--- config.mk ---
export PLATFORM = sky130hd
export DESIGN_NAME = ocam_core
export DESIGN_NICKNAME = d
export VERILOG_FILES = /design/src/design/ocam_window.v /design/src/design/ocam_core.v
export VERILOG_INCLUDE_DIRS = /design/src /design/src/design
export SDC_FILE = /design/constraint.sdc
export NUM_CORES = 1
export LEC_CHECK = 0
export BUFFER_PORTS_ARGS = -buffer_cell sky130_fd_sc_hd__buf_2
export CAP_MARGIN = 30
export CELL_PAD_IN_SITES_DETAIL_PLACEMENT = 2
export CELL_PAD_IN_SITES_GLOBAL_PLACEMENT = 2
export CORE_MARGIN = 8
export CORE_UTILIZATION = 41
export CTS_CLUSTER_SIZE = 24
export DETAILED_ROUTE_END_ITERATION = 16
export PLACE_DENSITY_LB_ADDON = 0.1
export SYNTH_ARGS = -nofsm -noshare
export SYNTH_HDL_FRONTEND = slang
export SYNTH_HIERARCHICAL = 1
export SYNTH_SLANG_ARGS = --single-unit
--- constraint.sdc ---
create_clock -name i_clk_sys -period 5.2 [get_ports i_clk_sys]
set_clock_uncertainty 0.1 [all_clocks]
set_input_delay 0.26 -clock i_clk_sys [delete_from_list [all_inputs] [get_ports i_clk_sys]]
set_output_delay 0.26 -clock i_clk_sys [all_outputs]
set_load 0.005 [all_outputs]
--- src/design/ocam_regs.vh ---
`ifndef OCAM_REGS_VH
`define OCAM_REGS_VH
// Clock rate and derived cycle counts (250 MHz, 4 ns period).
`define OCAM_CLK_MHZ        250
`define OCAM_WIN_US         10
`define OCAM_WIN_CYC        (`OCAM_WIN_US * `OCAM_CLK_MHZ)
`define OCAM_DIS_US         20
`define OCAM_DIS_CYC        (`OCAM_DIS_US * `OCAM_CLK_MHZ)
`define OCAM_ENA_US         300
`define OCAM_ENA_CYC        (`OCAM_ENA_US * `OCAM_CLK_MHZ)
`define OCAM_CNT_W          17
// Delay setting codes and the consecutive window counts they need.
`define OCAM_DLY_10US       2'h0
`define OCAM_DLY_50US       2'h1
`define OCAM_DLY_100US      2'h2
`define OCAM_NWIN_10US      4'h1
`define OCAM_NWIN_50US      4'h5
`define OCAM_NWIN_100US     4'hA
// Power states.
`define OCAM_ST_OFF         2'h0
`define OCAM_ST_WAKE        2'h1
`define OCAM_ST_ON          2'h2
`define OCAM_ST_SLEEP       2'h3
`endif

--- src/design/ocam_window.v ---
`include "ocam_regs.vh"

// Free-running comparison window: accumulates over-threshold samples and
// reports a one-cycle decision at the end of each window.
module ocam_window (
   input  wire        i_clk_sys,
   input  wire        i_rstn,
   input  wire        i_over,
   output reg         o_end,
   output reg         o_over_avg
);
   localparam [15:0] WIN_LAST = `OCAM_WIN_CYC - 1;
   localparam [15:0] HALF     = `OCAM_WIN_CYC / 2;

   reg [15:0] cnt_q;
   reg [15:0] acc_q;

   // The averaged input is taken as above threshold when more than half
   // of the window's samples were over.
   always @(posedge i_clk_sys) begin
      if (!i_rstn) begin
         cnt_q      <= 16'h0000;
         acc_q      <= 16'h0000;
         o_end      <= 1'b0;
         o_over_avg <= 1'b0;
      end else if (cnt_q == WIN_LAST) begin
         cnt_q      <= 16'h0000;
         acc_q      <= 16'h0000;
         o_end      <= 1'b1;
         o_over_avg <= ((acc_q + {15'h0000, i_over}) > HALF);
      end else begin
         cnt_q <= cnt_q + 16'h0001;
         acc_q <= acc_q + {15'h0000, i_over};
         o_end <= 1'b0;
      end
   end
endmodule // ocam_window

--- src/design/ocam_core.v ---
`include "ocam_regs.vh"

// Contract
// - With the latch-select input low the alert follows the window decision.
// - An overcurrent decision drives the active-low alert low.
// - In transparent mode one under-threshold window releases the alert.
// - In latch mode an asserted alert stays low after the input falls.
// - With latch-select low the alert releases only if the input is below, or when the device enters low power.
// - Enable falling puts the device into low power after about 20 us.
// - Enable rising restores active monitoring after about 300 us.
// - Disabling clears the consecutive-window counter, which restarts at 0.
// - A free-running 10 us window decides at its end if the input was over.
// - The alert needs 1, 5 or 10 consecutive over windows per the delay.
module ocam_core (
   input  wire        i_clk_sys,
   input  wire        i_rstn,
   input  wire        i_over,
   input  wire        i_latch_sel,
   input  wire        i_enable,
   input  wire [1:0]  i_delay_sel,
   output reg         o_alert_n,
   output reg         o_alert_oe,
   output reg         o_active
);
   localparam [`OCAM_CNT_W-1:0] DIS_LAST = `OCAM_DIS_CYC - 1;
   localparam [`OCAM_CNT_W-1:0] ENA_LAST = `OCAM_ENA_CYC - 1;
   localparam [`OCAM_CNT_W-1:0] TMR_ZERO = {`OCAM_CNT_W{1'b0}};
   localparam [`OCAM_CNT_W-1:0] TMR_ONE  = {{(`OCAM_CNT_W-1){1'b0}}, 1'b1};

   // Power states.
   localparam [1:0] ST_OFF   = `OCAM_ST_OFF;
   localparam [1:0] ST_WAKE  = `OCAM_ST_WAKE;
   localparam [1:0] ST_ON    = `OCAM_ST_ON;
   localparam [1:0] ST_SLEEP = `OCAM_ST_SLEEP;

   // The shared timer is wide enough for the long wake count; the shorter
   // shutdown count reuses it since the two states never overlap.
   wire                   win_end;
   wire                   win_over;
   reg  [1:0]             st_q;
   reg  [1:0]             st_d;
   reg  [`OCAM_CNT_W-1:0] tmr_q;
   reg  [`OCAM_CNT_W-1:0] tmr_d;
   reg  [3:0]             nwin_q;
   reg  [3:0]             nwin_d;
   reg  [3:0]             need;
   reg                    alert_q;
   reg                    alert_d;
   reg                    active;

   // The window runs from reset regardless of the power state, so its
   // phase is unrelated to the input; the alert delay varies by up to
   // one window because of that.

   ocam_window u_win (
      .i_clk_sys  (i_clk_sys),
      .i_rstn     (i_rstn),
      .i_over     (i_over),
      .o_end      (win_end),
      .o_over_avg (win_over)
   );

   // Code 3 on the delay input is not a defined setting; it falls back to
   // the shortest delay so that a stray code still raises alerts.
   always @* begin
      case (i_delay_sel)
         `OCAM_DLY_10US: begin
            need = `OCAM_NWIN_10US;
         end
         `OCAM_DLY_50US: begin
            need = `OCAM_NWIN_50US;
         end
         `OCAM_DLY_100US: begin
            need = `OCAM_NWIN_100US;
         end
         default: begin
            need = `OCAM_NWIN_10US;
         end
      endcase
   end

   // Monitoring continues through the 20 us shutdown delay, as the device
   // is still powered until it actually enters the low-power state.
   always @* begin
      case (st_q)
         ST_ON:    active = 1'b1;
         ST_SLEEP: active = 1'b1;
         default:  active = 1'b0;
      endcase
   end

   // Power state machine, next state. Each timer runs only inside its own
   // state, so a bounce on the enable input restarts the delay from zero
   // instead of shortening it. A fall during wake-up drops straight back
   // to off, and a rise during shutdown returns straight to monitoring.
   always @* begin
      st_d  = st_q;
      tmr_d = TMR_ZERO;
      case (st_q)
         // Low power: wait for the enable input.
         ST_OFF: begin
            if (i_enable) begin
               st_d = ST_WAKE;
            end
         end
         // Wake-up delay before monitoring resumes.
         ST_WAKE: begin
            if (!i_enable) begin
               st_d = ST_OFF;
            end else if (tmr_q == ENA_LAST) begin
               st_d = ST_ON;
            end else begin
               tmr_d = tmr_q + TMR_ONE;
            end
         end
         // Normal monitoring.
         ST_ON: begin
            if (!i_enable) begin
               st_d = ST_SLEEP;
            end
         end
         // Shutdown delay; monitoring still runs here.
         ST_SLEEP: begin
            if (i_enable) begin
               st_d = ST_ON;
            end else if (tmr_q == DIS_LAST) begin
               st_d = ST_OFF;
            end else begin
               tmr_d = tmr_q + TMR_ONE;
            end
         end
         default: begin
            st_d = ST_OFF;
         end
      endcase
   end

   always @(posedge i_clk_sys) begin
      if (!i_rstn) begin
         st_q  <= ST_OFF;
         tmr_q <= TMR_ZERO;
      end else begin
         st_q  <= st_d;
         tmr_q <= tmr_d;
      end
   end

   // Alert decision, made only at window ends while active. The window
   // count saturates at the required number so that a long overcurrent
   // cannot wrap the counter and drop a held alert in transparent mode.
   // An under window always clears the count, as the windows must be
   // consecutive.
   always @* begin
      nwin_d  = nwin_q;
      alert_d = alert_q;
      if (!active) begin
         nwin_d  = 4'h0;
         alert_d = 1'b0;
      end else if (win_end) begin
         if (win_over) begin
            if (nwin_q + 4'h1 >= need) begin
               nwin_d  = need;
               alert_d = 1'b1;
            end else begin
               nwin_d = nwin_q + 4'h1;
            end
         end else begin
            nwin_d = 4'h0;
            // Latch-select low gives transparent release; high holds.
            if (!i_latch_sel) begin
               alert_d = 1'b0;
            end
         end
      end
   end

   always @(posedge i_clk_sys) begin
      if (!i_rstn) begin
         nwin_q  <= 4'h0;
         alert_q <= 1'b0;
      end else begin
         nwin_q  <= nwin_d;
         alert_q <= alert_d;
      end
   end

   // A latched alert whose input is already under releases at the next
   // window end after latch-select drops, so a 20 us low always clears it.
   // A shorter low pulse that misses every window end leaves the alert
   // held, which is the price of deciding only once per window.

   // The pin enable and the pin value are both registered from the same
   // bit, so the open-drain driver never glitches between them.
   always @(posedge i_clk_sys) begin
      if (!i_rstn) begin
         o_alert_n  <= 1'b1;
         o_alert_oe <= 1'b0;
         o_active   <= 1'b0;
      end else begin
         o_alert_n  <= ~alert_q;
         o_alert_oe <= alert_q;
         o_active   <= active;
      end
   end
endmodule // ocam_core

==> results.toml <==
[hold_path]
hp-class = "in -> reg"
min_path_cells = 3

[clock_tree]
cts_resized = 0
cts-htree-levels = 3
clock_latency_ns = 0.34
cts_root_buf = "clkbuf_8"
ctsLongestPathBuffers = 2
cts_hold_buf = 0
cts_sinks = 61
path_clk_slew_ns = 0.07
cts_buffers = 9
cts_tree = "done"
post_cts_buffers = 0

[placement]
portBuffers = 9
dp_hpwl_um = 4850
finalWeightedCongestion = 0.750

[setup_path]
cp.arrival_ns = 2.38
r2r-end = "u_win/o_over_avg"
worst_setup_path_start_kind = "register"
startpoint = "u_win/acc_q[0]"
worstSetupEndpointType = "register"
cp_max_fo = 6
r2r_cells = 8
crit_path_end = "u_win/o_over_avg"
critPathRequiredTime_ns = 5.32
worstSetupPathType = "reg -> reg"
r2r_setup_slack_ns = 2.94
worstReg2RegStart = "u_win/acc_q[0]"

[global_route]
grt_pass1_wl_um = 12400
grt_max_degree = 33
grt_pass1_vias = 2623
grt.total_usage = 0.155
grt-ovfl-total = 0
antenna_found_initial = 0

[synthesis]
avgSynthCellArea_um2 = 8.83
synth_nets = 347
synth_edf_count = 0
synthArstFlopShare = 0
synth-main-ff-cell = "dfxtp_1"
ys_ff_latch = 61
syn-cell-area_um2 = 2920
synth_cell_type_count = 57
ys_seq_area_frac = 0.418
yosysWarnings = 6
synthCells = 331

[timing]
fmax_mhz = 443
finalCriticalPeriod_ns = 2.26
worst_slew_pin_slew_ns = 0.521
fin_crit_sh = 0.434
drv_slew = 0
setup_violations = 0
rsz0062_at_grt = "false"
fin_tns_setup_ns = 0
slew_headroom = 0.649
hold_viol_final = 0

[routing]
drtAntennaViolNets = 0
drt_iter0_markers = 50
totalWireLength_um = 6940
routed-via-count = 2380
drc = 0
drt_first_pass_iters = 4
wl_per_cell_um = 15.5
vias_per_cell = 5.32

[final_layout]
drive_gt1_frac = 0.108
fill_cells = 781
multi_input_area_um2 = 1630
synthToLayoutAreaGrowth_pct = 12.0
diodes = 0
fin_nets = 362
post-route-util = 0.479
seqCellArea_um2 = 1220

[floorplanning]
rows = 30
core-area_um2 = 6830
io_pins = 10
die_height_um = 100
start_util = 0.428
fp.dieW_um = 100
die_area_um2 = 10100

[power_and_ir_drop]
pwr_density_cell_nw_per_um2 = 289
cellLeakagePower_nw = 1.17
peakVddDrop_mv = 0.159

[run_status]
status = "complete, no violations"

[job]
maxCapViolCount = 0
per-layer routing:
metal  track usage  share of wire  vias to the layer above  wire length [um]
li1              -              -                     1167                 -
met1         0.170           0.45                     1180              3110
met2         0.269           0.51                       24              3550
met3        0.0415          0.026                        9               179
met4        0.0744          0.014                        0                95
met5             0              0                        -                 0
worst min-delay path by stage:
| stage | startpoint | to | slack [ns] |
|---|---|---|---|
| CTS | i_latch_sel | alert_q | 0.10 |
| global placement | tmr_q[0] | tmr_q[0] | 0.35 |
| global route | i_rstn | st_q[0] | 0.16 |
| floorplan | i_rstn | register | 0.28 |
| detailed placement | alert_q | alert_q | 0.37 |
| finish | i_latch_sel | alert_q | 0.13 |
cell usage after synthesis, drive strengths merged (2+ instances only):
cell type / n / area, um2
xnor2: 16 / 140
or3: 2 / 13.8
nand4: 8 / 50.1
mux2: 2 / 22.5
mux2i: 2 / 20.0
ha: 9 / 113
a21oi: 9 / 48.8
and4: 3 / 26.3
o22ai: 2 / 12.5
and3: 8 / 50.1
inv: 11 / 41.3
buf: 2 / 16.3
nand2: 29 / 111
nor4: 5 / 31.3
dfxtp: 61 / 1220
xor2: 30 / 263
nand2b: 6 / 37.5
nor3: 9 / 66.3
clkbuf: 4 / 15.0
and2: 2 / 12.5
a31oi: 2 / 12.5
o21ai: 4 / 20.0
nor2: 59 / 221
nor4b: 3 / 32.5
nand3: 21 / 123
kinds of logic after synthesis:
kind of cell	share of synthesized area
simple gates	0.287
fa+ha+maj	0.0385
flops	0.418
compound gates	0.0792
mux	0.0146
xor+xnor	0.138
buf+inv	0.0248
area by class of cell:
| class | instances | area share |
|---|---|---|
| flip-flops and latches | 61 | 0.373 |
| repair buffers | 10 | 0.0160 |
| clock inverters | 4 | 0.0138 |
| clock buffers | 12 | 0.0504 |
| inverters | 11 | 0.0126 |
| well taps | 96 | 0.0367 |
| multi-input cells | 253 | 0.498 |
through the flow:
stage / worst slack (ns) / total power [mW] / std cells / instance area (um2) / hold WS (ns)
6_report: 2.94 / 0.945 / 447 / 3270 / 0.132
5_1_grt: 2.74 / 0.983 / 447 / 3270 / 0.155
4_1_cts: 2.92 / 0.963 / 447 / 3270 / 0.103
3_5_place_dp: 2.74 / 0.518 / 431 / 3060 / 0.366
3_3_place_gp: 2.81 / 0.516 / 431 / 3060 / 0.352
2_1_floorplan: 3.02 / 0.507 / 331 / 2920 / 0.276
power breakdown:
group | internal [mW] | total, mW | leakage, nW | switching [mW]
sequential | 0.472 | 0.477 | 0.493 | 0.00497
clock | 0.258 | 0.439 | 0.112 | 0.181
combinational | 0.0117 | 0.0296 | 0.567 | 0.0179
total | 0.741 | 0.945 | 1.17 | 0.204
worst max-delay path: stages (launching register included):
cell and delay [ns]:
dfxtp_1 0.31, ha_1 0.22, ha_1 0.28, nand2_1 0.20
nor3_4 0.33, mux2_1 0.36, o22ai_1 0.14, a21o_1 0.14
a21oi_2 0.05
cell usage in the layout (no fill, tap or decap), types with 2 or more instances in the layout:
| cell | synthesis | routed |
|---|---|---|
| dfxtp_1 | 61 | 61 |
| nor2_1 | 59 | 59 |
| xor2_1 | 30 | 30 |
| nand2_1 | 28 | 28 |
| nand3_1 | 19 | 19 |
| xnor2_1 | 16 | 16 |
| clkbuf_8 | 0 | 12 |
| inv_1 | 11 | 11 |
| ha_1 | 9 | 9 |
| buf_2 | 1 | 9 |
| a21oi_1 | 8 | 8 |
| nand4_1 | 8 | 8 |
| and3_1 | 8 | 8 |
| nand2b_1 | 6 | 6 |
| nor3_1 | 6 | 6 |
| nor4_1 | 5 | 5 |
| o21ai_0 | 4 | 4 |
| clkinv_2 | 0 | 3 |
| and4_1 | 3 | 3 |
| a31oi_1 | 2 | 2 |
| nor3_2 | 2 | 2 |
| and2_1 | 2 | 2 |
| mux2i_1 | 2 | 2 |
| nor4b_1 | 2 | 2 |
| o22ai_1 | 2 | 2 |
state kept, by name (all words and copies together), names as in the netlist, named ones only:
register	flops
u_win/acc_q	16
u_win/o_over_avg	1
u_win/cnt_q	16
tmr_q	17
alert_q	1
o_alert_n	1
nwin_q	4
o_active	1
o_alert_oe	1
u_win/o_end	1
st_q	1
(Power assumes the default switching activity.)
